**src/rtl/uhmd_pkg.sv**
```systemverilog
/*
 * Package for the half-duplex / multidrop line-control block: mode codes,
 * field positions, widths and reset values.
 * Assumes a single 40 MHz clock domain and a bit-rate tick from the baud generator.
 */
package uhmd_pkg;
	localparam int unsigned CLK_PERIOD_NS  = 25;
	localparam int unsigned CHAR_W         = 8;
	localparam int unsigned DELAY_W        = 4;
	localparam int unsigned MODE_W         = 3;
	// line-control mode register fields
	localparam int unsigned MODE_SEL_LSB   = 0;
	localparam int unsigned HALF_DUPLEX_BIT = 3;
	// pin-function register fields
	localparam int unsigned XCVR_POL_BIT   = 3;
	localparam logic [MODE_W-1:0] MODE_SWFLOW    = 3'h2;
	localparam logic [MODE_W-1:0] MODE_ADDR_TX   = 3'h3;
	localparam logic [MODE_W-1:0] MODE_ADDR_GATE = 3'h4;
	localparam logic [DELAY_W-1:0] DELAY_RESET   = 4'h0;
	localparam logic [DELAY_W-1:0] DELAY_MAX     = 4'hF;

	typedef enum logic [1:0] {
		UHMD_DIR_IDLE  = 2'b00,
		UHMD_DIR_SEND  = 2'b01,
		UHMD_DIR_HOLD  = 2'b10
	} uhmd_dir_e;
endpackage

```
**src/rtl/uhmd_addr_filter.sv**
```systemverilog
/*
 * Receive-side multidrop address filter and in-band pause/resume detector.
 * Assumes one received character per rx_valid_i pulse, ninth bit alongside.
 */
`timescale 1ns/100ps
module uhmd_addr_filter
	import uhmd_pkg::*;
(
	// clock and reset
	input  wire logic              clk_i,
	input  wire logic              reset_i,
	// configuration
	input  wire logic              addr_mode_i,
	input  wire logic              swflow_mode_i,
	input  wire logic [CHAR_W-1:0] unicast_addr_i,
	input  wire logic [CHAR_W-1:0] multicast_addr_i,
	// received characters
	input  wire logic              rx_valid_i,
	input  wire logic [CHAR_W-1:0] rx_data_i,
	input  wire logic              rx_bit9_i,
	// results
	output logic                   store_valid_o,
	output logic [CHAR_W-1:0]      store_data_o,
	output logic                   addr_matched_o,
	output logic                   tx_paused_o
);
	logic              matched_ff, nxt_matched;
	logic              paused_ff, nxt_paused;
	logic              store_ff, nxt_store;
	logic [CHAR_W-1:0] data_ff, nxt_data;
	logic              is_addr, hit;

	always_comb begin
		is_addr     = rx_bit9_i;
		hit         = (rx_data_i == unicast_addr_i) || (rx_data_i == multicast_addr_i);
		nxt_matched = matched_ff;
		nxt_paused  = paused_ff;
		nxt_store   = 1'b0;
		nxt_data    = data_ff;
		if (!addr_mode_i) begin
			nxt_matched = 1'b0;
		end
		if (!swflow_mode_i) begin
			nxt_paused = 1'b0;
		end
		if (rx_valid_i) begin
			if (addr_mode_i) begin
				if (is_addr) begin
					// address byte itself is never stored
					nxt_matched = hit;
				end else if (matched_ff) begin
					nxt_store = 1'b1;
					nxt_data  = rx_data_i;
				end
			end else begin
				nxt_store = 1'b1;
				nxt_data  = rx_data_i;
				if (swflow_mode_i) begin
					// first char resumes, second pauses
					if (rx_data_i == unicast_addr_i) begin
						nxt_paused = 1'b0;
					end else if (rx_data_i == multicast_addr_i) begin
						nxt_paused = 1'b1;
					end
				end
			end
		end
	end

	always_ff @(posedge clk_i) begin
		if (reset_i) begin
			matched_ff <= 1'b0;
			paused_ff  <= 1'b0;
			store_ff   <= 1'b0;
			data_ff    <= '0;
		end else begin
			matched_ff <= nxt_matched;
			paused_ff  <= nxt_paused;
			store_ff   <= nxt_store;
			data_ff    <= nxt_data;
		end
	end

	assign store_valid_o  = store_ff;
	assign store_data_o   = data_ff;
	assign addr_matched_o = matched_ff;
	assign tx_paused_o    = paused_ff;
endmodule

```
**src/rtl/uhmd_line_ctrl.sv**
```systemverilog
/*
 * Line control of a half-duplex multidrop UART: transceiver direction output
 * with turn-around delay and polarity, transmit gating, receive blanking.
 * Assumes the shifter holds tx_start_req_i until it sees tx_start_ok_o,
 * reports tx_stop_done_i after the final stop bit, and bit_tick_i once per bit.
 */
`timescale 1ns/100ps
module uhmd_line_ctrl
	import uhmd_pkg::*;
(
	// clock and reset
	input  wire logic               clk_i,
	input  wire logic               reset_i,
	// configuration
	input  wire logic [3:0]         line_mode_cfg_i,
	input  wire logic [3:0]         pin_func_cfg_i,
	input  wire logic               xcvr_auto_en_i,
	input  wire logic [DELAY_W-1:0] turnaround_delay_cfg_i,
	input  wire logic [CHAR_W-1:0]  unicast_addr_i,
	input  wire logic [CHAR_W-1:0]  multicast_addr_i,
	// bit-rate timing
	input  wire logic               bit_tick_i,
	// transmit shifter side
	input  wire logic               tx_start_req_i,
	input  wire logic               tx_stop_done_i,
	input  wire logic               tx_fifo_empty_i,
	output logic                    tx_start_ok_o,
	// receive shifter side
	input  wire logic               rx_valid_i,
	input  wire logic [CHAR_W-1:0]  rx_data_i,
	input  wire logic               rx_bit9_i,
	output logic                    rx_store_valid_o,
	output logic [CHAR_W-1:0]       rx_store_data_o,
	// pins and status
	output logic                    xcvr_direction_out_o,
	output logic                    rx_blank_o,
	output logic                    addr_matched_o
);
	uhmd_dir_e          state_ff, nxt_state;
	logic [DELAY_W-1:0] cnt_ff, nxt_cnt;
	logic               dir_ff, nxt_dir;
	logic               busy_ff, nxt_busy;
	logic [MODE_W-1:0]  mode;
	logic               addr_mode, swflow_mode, half_duplex;
	logic               gate_ok, paused, matched;
	logic               start_want, last_stop, hold_done, dir_active;
	logic               filt_valid;

	// mode decoders feeding the filter; the transmit gate decodes the mode itself
	function automatic logic uhmd_is_addr_mode(input logic [MODE_W-1:0] m);
		return (m == MODE_ADDR_TX) || (m == MODE_ADDR_GATE);
	endfunction

	function automatic logic uhmd_is_swflow_mode(input logic [MODE_W-1:0] m);
		return m == MODE_SWFLOW;
	endfunction

	// gating only holds off a new start, never a character in flight
	function automatic logic uhmd_tx_allowed(
		input logic [MODE_W-1:0] m,
		input logic              hit,
		input logic              hold_off
	);
		logic allow;
		case (m)
			MODE_ADDR_GATE: begin
				allow = hit;
			end
			MODE_SWFLOW: begin
				allow = !hold_off;
			end
			default: begin
				allow = 1'b1;
			end
		endcase
		return allow;
	endfunction

	// polarity bit set means active high
	function automatic logic uhmd_pin_level(input logic active, input logic pol);
		return active ~^ pol;
	endfunction

	assign mode        = line_mode_cfg_i[MODE_SEL_LSB +: MODE_W];
	assign addr_mode   = uhmd_is_addr_mode(mode);
	assign swflow_mode = uhmd_is_swflow_mode(mode);
	assign half_duplex = line_mode_cfg_i[HALF_DUPLEX_BIT];

	assign gate_ok    = uhmd_tx_allowed(mode, matched, paused);
	assign start_want = tx_start_req_i && gate_ok;
	assign last_stop  = tx_stop_done_i && tx_fifo_empty_i;
	assign hold_done  = bit_tick_i && (cnt_ff == 4'h1);

	// start waits one cycle until direction is already active
	assign tx_start_ok_o = start_want &&
		(!xcvr_auto_en_i || state_ff == UHMD_DIR_SEND);

	// direction state and turn-around count
	always_comb begin
		nxt_state = state_ff;
		nxt_cnt   = cnt_ff;
		case (state_ff)
			UHMD_DIR_IDLE: begin
				if (xcvr_auto_en_i && start_want) begin
					nxt_state = UHMD_DIR_SEND;
				end
			end
			UHMD_DIR_SEND: begin
				if (last_stop) begin
					if (turnaround_delay_cfg_i == DELAY_RESET) begin
						nxt_state = UHMD_DIR_IDLE;
					end else begin
						nxt_state = UHMD_DIR_HOLD;
						nxt_cnt   = turnaround_delay_cfg_i;
					end
				end
			end
			UHMD_DIR_HOLD: begin
				// new character during the delay keeps the line driven
				if (start_want) begin
					nxt_state = UHMD_DIR_SEND;
				end else if (bit_tick_i) begin
					nxt_cnt = cnt_ff - 4'h1;
					if (hold_done) begin
						nxt_state = UHMD_DIR_IDLE;
					end
				end
			end
			default: begin
				nxt_state = UHMD_DIR_IDLE;
			end
		endcase
		// dropping the enable releases the pin at once
		if (!xcvr_auto_en_i) begin
			nxt_state = UHMD_DIR_IDLE;
			nxt_cnt   = DELAY_RESET;
		end
	end

	always_ff @(posedge clk_i) begin
		if (reset_i) begin
			state_ff <= UHMD_DIR_IDLE;
			cnt_ff   <= DELAY_RESET;
		end else begin
			state_ff <= nxt_state;
			cnt_ff   <= nxt_cnt;
		end
	end

	// pin level registered so the transceiver never sees a glitch
	always_comb begin
		dir_active = nxt_state != UHMD_DIR_IDLE;
		nxt_dir    = uhmd_pin_level(dir_active, pin_func_cfg_i[XCVR_POL_BIT]);
	end

	// low in reset: with active-low polarity the pin reads active until released
	always_ff @(posedge clk_i) begin
		if (reset_i) begin
			dir_ff <= 1'b0;
		end else begin
			dir_ff <= nxt_dir;
		end
	end

	// character in flight, from grant to its stop bit
	always_comb begin
		nxt_busy = busy_ff;
		// a grant meeting the old stop pulse wins: the next character is on
		if (tx_start_ok_o) begin
			nxt_busy = 1'b1;
		end else if (tx_stop_done_i) begin
			nxt_busy = 1'b0;
		end
	end

	always_ff @(posedge clk_i) begin
		if (reset_i) begin
			busy_ff <= 1'b0;
		end else begin
			busy_ff <= nxt_busy;
		end
	end

	// blanking while a character is on the line
	assign rx_blank_o = half_duplex && busy_ff;
	assign filt_valid = rx_valid_i && !rx_blank_o;

	// filter sees no character while receive is blanked
	uhmd_addr_filter u_filter (
		.clk_i            (clk_i),
		.reset_i          (reset_i),
		.addr_mode_i      (addr_mode),
		.swflow_mode_i    (swflow_mode),
		.unicast_addr_i   (unicast_addr_i),
		.multicast_addr_i (multicast_addr_i),
		.rx_valid_i       (filt_valid),
		.rx_data_i        (rx_data_i),
		.rx_bit9_i        (rx_bit9_i),
		.store_valid_o    (rx_store_valid_o),
		.store_data_o     (rx_store_data_o),
		.addr_matched_o   (matched),
		.tx_paused_o      (paused)
	);

	assign xcvr_direction_out_o = dir_ff;
	assign addr_matched_o       = matched;
endmodule

```
**config.mk**
```make
export PLATFORM = sky130hd
export DESIGN_NAME = uhmd_line_ctrl
export DESIGN_NICKNAME = d
export VERILOG_FILES = /design/src/rtl/uhmd_pkg.sv /design/src/rtl/uhmd_addr_filter.sv /design/src/rtl/uhmd_line_ctrl.sv
export SDC_FILE = /design/constraint.sdc
export NUM_CORES = 1
export LEC_CHECK = 0
export BUFFER_PORTS_ARGS = -buffer_cell sky130_fd_sc_hd__buf_2
export CORE_MARGIN = 2
export CORE_UTILIZATION = 46
export CTS_BUF_LIST = sky130_fd_sc_hd__clkbuf_2
export CTS_CLUSTER_DIAMETER = 150
export DETAILED_ROUTE_END_ITERATION = 6
export PLACE_DENSITY = 0.81
export REMOVE_ABC_BUFFERS = 1
export SLEW_MARGIN = 20
export SYNTH_ARGS = -nofsm -noshare
export SYNTH_HDL_FRONTEND = slang
export SYNTH_SLANG_ARGS = --single-unit
```
**constraint.sdc**
```tcl
create_clock -name clk_i -period 2.2 [get_ports clk_i]
set_clock_uncertainty 0.15 [all_clocks]
set_input_delay 0 -clock clk_i [delete_from_list [all_inputs] [get_ports clk_i]]
set_output_delay 0 -clock clk_i [all_outputs]
set_load 0.02 [all_outputs]
```
Yosys cells after proc, flatten, opt, wreduce, memory -nomap -nowiden
Index checks and enable logic that the tools add are counted.

cells by class
  equality and inequality tests = 14
  add/sub/neg operators = 1
  reductions and logical operators = 22
  mux-type cells = 32
  bitwise operators = 3

operators with widths
  operator                                                             count
  8-bit two-way mux                                                    3
  8-bit == test                                                        2
  4-bit two-way mux                                                    4
  1-bit two-way mux                                                    15
  2-bit two-way mux                                                    7
  2-bit inequality test (second input constant)                        6
  4-bit one-hot mux with 2 select lines                                1
  1-bit logical AND                                                    7
  3-bit by 2-bit == test with 1-bit output (second input constant)     2
  2-bit one-hot mux with 3 select lines                                1
  2-bit nonzero test                                                   3
  5-bit AND reduction                                                  1
  4-bit by 1-bit == test with 1-bit output (second input constant)     1
  4-bit logical NOT                                                    1
  2-bit OR reduction                                                   2
  4-bit by 1-bit subtractor with 4-bit output (second input constant)  1
  3-bit == test (second input constant)                                1
  1-bit logical NOT                                                    3
  1-bit logical OR                                                     3
  3-bit AND reduction                                                  1
  2-bit by 1-bit == test with 1-bit output (second input constant)     1
  2-bit == test (second input constant)                                1
  2-bit logical NOT                                                    1
  1-bit NOT                                                            2
  other kinds (2)                                                      2

word-level totals
  input bits = 45
  word-level logic and storage cells = 80
  output and inout bits = 13
  register bits after elaboration = 19

Depth between registers and ports, before layout
  depth after elaboration = 9
  gate-level depth with buffers = 7

Hierarchy
From an unflattened synthesis, not the netlist that was laid out.

second synthesis, totals
  cell total of the unflattened synthesis = 128
  area total of the unflattened synthesis = 1196.1 um^2

modules (own cells, without submodules)
  module            area each (um^2)  instances  cells an instance
  uhmd_addr_filter  611.8             1          61
  uhmd_line_ctrl    584.3             1          67

Worst setup path after synthesis
No wires, ideal clock.

  path kind = register to register
  start point = register u_filter.matched_ff, in the netlist u_filter.addr_matched_o
  end point = register dir_ff, in the netlist xcvr_direction_out_o
  data arrival time = 1569 ps
  clock period less this slack = 1846 ps
  path buffers = 0
  setup slack = 354 ps
  stages on the path, launching flop included = 6
  cell sequence = dfxtp_1 -> or4b_4 -> a32o_1 -> o311ai_2 -> xnor2_1 -> nor2_1

on the way
  cells in the longest elaborated chain, start to end = 8
  elaborated cells on any way between the ends = 9
  those cells by class = 5 x mux; 1 x bitwise; 3 x reduce/logical

ends and longest elaborated chain
  what                                       line                    source
  from (decl)                                uhmd_addr_filter.sv:27  logic matched_ff, nxt_matched;
  from (signal assigned)                     uhmd_addr_filter.sv:77  matched_ff <= nxt_matched;
  1-bit one-hot mux with 2 select lines (*)  uhmd_line_ctrl.sv:65    case (m)
  1-bit logical AND (*)                      uhmd_line_ctrl.sv:90    assign start_want = tx_start_req_i && gate_ok;
  1-bit logical AND                          uhmd_line_ctrl.sv:104   if (xcvr_auto_en_i && start_want) begin
  2-bit two-way mux                          uhmd_line_ctrl.sv:104
  2-bit one-hot mux with 3 select lines (*)  uhmd_line_ctrl.sv:102   case (state_ff)
  2-bit two-way mux (*)                      uhmd_line_ctrl.sv:134   if (!xcvr_auto_en_i) begin
  2-bit nonzero test (*)                     uhmd_line_ctrl.sv:152   dir_active = nxt_state != UHMD_DIR_IDLE;
  1-bit bitwise XNOR (*)                     uhmd_line_ctrl.sv:81    return active ~^ pol;
  to (signal assigned)                       uhmd_line_ctrl.sv:161   dir_ff <= nxt_dir;
  to (decl)                                  uhmd_line_ctrl.sv:41    logic dir_ff, nxt_dir;

Mark *: on every way between the ends. The rest lies on a longest branch, timed or not.
A chain may end at the register's enable or synchronous reset.

Final worst setup path
  start point = input line_mode_cfg_i[2]
  end point = register u_filter.data_ff[6], in the netlist u_filter.store_data_o[6]

on the way
  cells in the longest elaborated chain, start to end = 4
  elaborated cells on any way between the ends = 7
  those cells by class = 4 x eq/ne; 1 x mux; 2 x reduce/logical

ends and longest elaborated chain
  what                                                                       line                    source
  from (decl)                                                                uhmd_line_ctrl.sv:15    input wire logic [3:0] line_mode_cfg_i,
  3-bit by 2-bit == test with 1-bit output or 3-bit == test (tied branches)  uhmd_line_ctrl.sv:51    return (m == MODE_ADDR_TX) || (m == MODE_ADDR_GATE);
  1-bit logical OR (*)                                                       uhmd_line_ctrl.sv:51
  2-bit inequality test (no source line)                                     --
  3-bit AND reduction (no source line)                                       --
  to (signal assigned)                                                       uhmd_addr_filter.sv:80  data_ff <= nxt_data;
  to (decl)                                                                  uhmd_addr_filter.sv:30  logic [CHAR_W-1:0] data_ff, nxt_data;

Marked as above.

==> flow_metrics.tcl <==
set metrics [dict create \
    status "complete, no violations" \
    switching_share 0.3006 \
    layout-drive-gt1-share 0.2877 \
    worst_slew_pin_slew_ns 0.4478 \
    pwr_density_cell_nw_per_um2 427.2 \
    n_antenna_cell 0 \
    synth_edf_count 0 \
    syn_to_final_growth_pct 61.16 \
    rows 17 \
    vias_per_cell 5.409 \
    port_buffers 54 \
    grt_pass1_wl_um 5802 \
    synthMuxAreaShare 0.07248 \
    ys.flop_type "dfxtp_1" \
    netlist.area_leader.share 0.3443 \
    start_util 0.4947 \
    root_buffer "clkbuf_2" \
    antenna_found_initial 0 \
    crit_fanout 9 \
    grt_max_degree 15 \
    critPathLaunchType "input port" \
    cts.path.max_buffers 2 \
    switchingPower_mw 0.2287 \
    fin_area_sq_um 1780 \
    ys_async_sr_fraction 0 \
    synth_compound_area_frac 0.1416 \
    finalMaxSlewViolations 0 \
    synth.largest_area_cell "dfxtp_1" \
    die_area_sq_um 2810 \
    synth_cell_types 33 \
    synthCells 128 \
    core_area_sq_um 2233 \
    final_hold_viol_count 0 \
    synth_xor_area_frac 0.1348 \
    netlist_top_cells_count "dfxtp_1 (19), nor2_1 (19), xnor2_1 (17)" \
    ys_top_cells_by_area "dfxtp_1 (34%), xnor2_1 (13%), mux2i_1 (7.2%), nor2_1 (6.5%), a21oi_1 (4.1%)" \
    drt_iter0_drc 38 \
    synth_top_family_by_area "simple AND/OR/NAND/NOR gates" \
    ir_worst_vdd_v 0.0004477 \
    fp.dieW_um 53.01 \
    drc 0 \
    yosys_register_bits 19 \
    setup-tns-final_ns 0 \
    cts_buffers 3 \
    cts.clk_slew.worst_paths_ns 0.18 \
    regArea_sq_um 380.4 \
    ys_warn_count 0 \
    grt_pass1_vias 1420 \
    gp_congestion 0.9060 \
    fin_crit_ns 2.115 \
    multiInputGateArea_sq_um 700.7 \
    clockPowerShare 0.203 \
    clkSinkCount 19 \
    cap_violations 0 \
    post-cts-setup-buffers 0 \
    avgSynthCellArea_sq_um 8.631 \
    finalNetCount 267 \
    drt-pass1-iter-count 4 \
    wl_um 3479 \
    timing.final.crit_share 0.9614 \
    ys_seq_area_frac 0.3443 \
    hp-class "input port to flip-flop" \
    p_leak_nw 0.8333 \
    rsz0062_at_grt "false" \
    grt-ovfl-total 0 \
    dp_hpwl_um 2206 \
    power.share.combinational 0.312 \
    syn_area_sq_um 1105 \
    crit_type "input port to flip-flop" \
    dp.cells 209 \
    wl_per_cell_um 14.09 \
    p_int_mw 0.5319 \
    endpoint_kind "flip-flop" \
    arrival_ns 2.19 \
    grtUsageTotal 0.2896 \
    clkLatencyLatePin_ns 0.32 \
    die_h_um 53.01 \
    htreeDepth 1 \
    max_freq_mhz 472.8 \
    p_seq_frac 0.484 \
    final_cells 247 \
    yosys.area_share.simple 0.2559 \
    setup_viol 0 \
    cts_tree "done" \
    io_pins 58 \
    vias 1336 \
    cp.required_ns 2.27 \
    nFillCells 138 \
    synth_fa_ha_area_frac 0.02265 \
    antenna_left 0 \
    placed_area_sq_um 1413 \
    slew_headroom 0.6994 \
]
cells in the final DEF, fill, tap and decap left out, types with 3 or more instances in the layout:
| cell type | Yosys | final |
|---|---|---|
| buf_2 | 1 | 54 |
| dlygate4sd3_1 | 0 | 34 |
| nor2_1 | 19 | 19 |
| dfxtp_1 | 19 | 19 |
| xnor2_1 | 17 | 17 |
| a21oi_1 | 9 | 9 |
| mux2i_1 | 8 | 8 |
| inv_1 | 5 | 5 |
| nand2_1 | 5 | 5 |
| nand2b_1 | 4 | 4 |
| nor2b_1 | 5 | 4 |
| nand4_1 | 4 | 4 |
| a211oi_1 | 3 | 3 |
| nor3_1 | 3 | 3 |
| clkbuf_2 | 0 | 3 |
path summary, 6_finish.rpt:
| path | from | end | slack (ns) | cells past startpoint |
|---|---|---|---|---|
| max | line_mode_cfg_i[2] | u_filter.store_data_o[6] | 0.08 | 9 |
| min | tx_fifo_empty_i | state_ff[0] | 0.04 | 4 |
| max reg2reg | u_filter.addr_matched_o | busy_ff | 0.11 | 6 |
| min reg2reg | cnt_ff[1] | cnt_ff[1] | 0.40 | 2 |
metal layers:
layer  up-vias  share of wire  GRT usage
met5         -              0          0
li1        638              -          -
met2        57           0.54     0.5313
met4         0          0.045     0.1880
met1       624           0.37     0.2817
met3        17          0.048    0.07627
power groups by stage:
stage          Sequential [mW]  Combinational [mW]  Clock, mW
6_report                 0.368               0.238      0.155
4_1_cts                  0.368               0.228      0.156
2_1_floorplan            0.390              0.0849          0
5_1_grt                  0.370               0.257      0.179
3_3_place_gp             0.374               0.176          0
3_5_place_dp             0.375               0.181          0
registers in the layout (all words and copies together) (netlist names):
signal                   cells
u_filter.addr_matched_o      1
cnt_ff                       4
u_filter.store_valid_o       1
state_ff                     2
u_filter.store_data_o        8
u_filter.tx_paused_o         1
busy_ff                      1
xcvr_direction_out_o         1
area by class of cell:
type	instances	share of cell area
clock buffers	3	0.008433
flip-flops and latches	19	0.2136
multi-input cells	101	0.3935
repair buffers	90	0.3514
well taps	28	0.01968
clock inverters	1	0.002811
inverters	5	0.01054
worst max-delay path, stage by stage:
cell and delay (ns):
dlygate4sd3_1 0.52, buf_2 0.13, nor3b_1 0.19, a21oi_1 0.09, o21ai_0 0.20, buf_4 0.23, mux2i_1 0.20, nor2_1 0.06
dlygate4sd3_1 0.57
kinds of logic after synthesis:
family          Yosys count
fa+ha+maj                 2
simple gates             52
xor+xnor                 17
mux                       8
flops                    19
compound gates           22
buf+inv                   8
per-stage QoR:
stage | setup WS (ns) | hold WS, ns | utilization | power, mW
2_1_floorplan | 0.1911 | -0.07762 | - | 0.4751
3_3_place_gp | 0.3816 | 0.1046 | 0.6325 | 0.5500
3_5_place_dp | 0.3263 | 0.1342 | 0.6325 | 0.5567
4_1_cts | 0.02931 | 0.00005432 | 0.7894 | 0.7526
5_1_grt | 0.003455 | 0.03972 | 0.7972 | 0.8063
6_report | 0.08483 | 0.04363 | 0.7972 | 0.7606
what timing repair did:
item | CTS | global route
endpoints found under the hold margin | 18 | 1
hold buffers | 33 | 1
gates resized for setup | 0 | 2
setup endpoints to repair | 0 | 8
No activity file was read; power rests on OpenSTA's default activity.
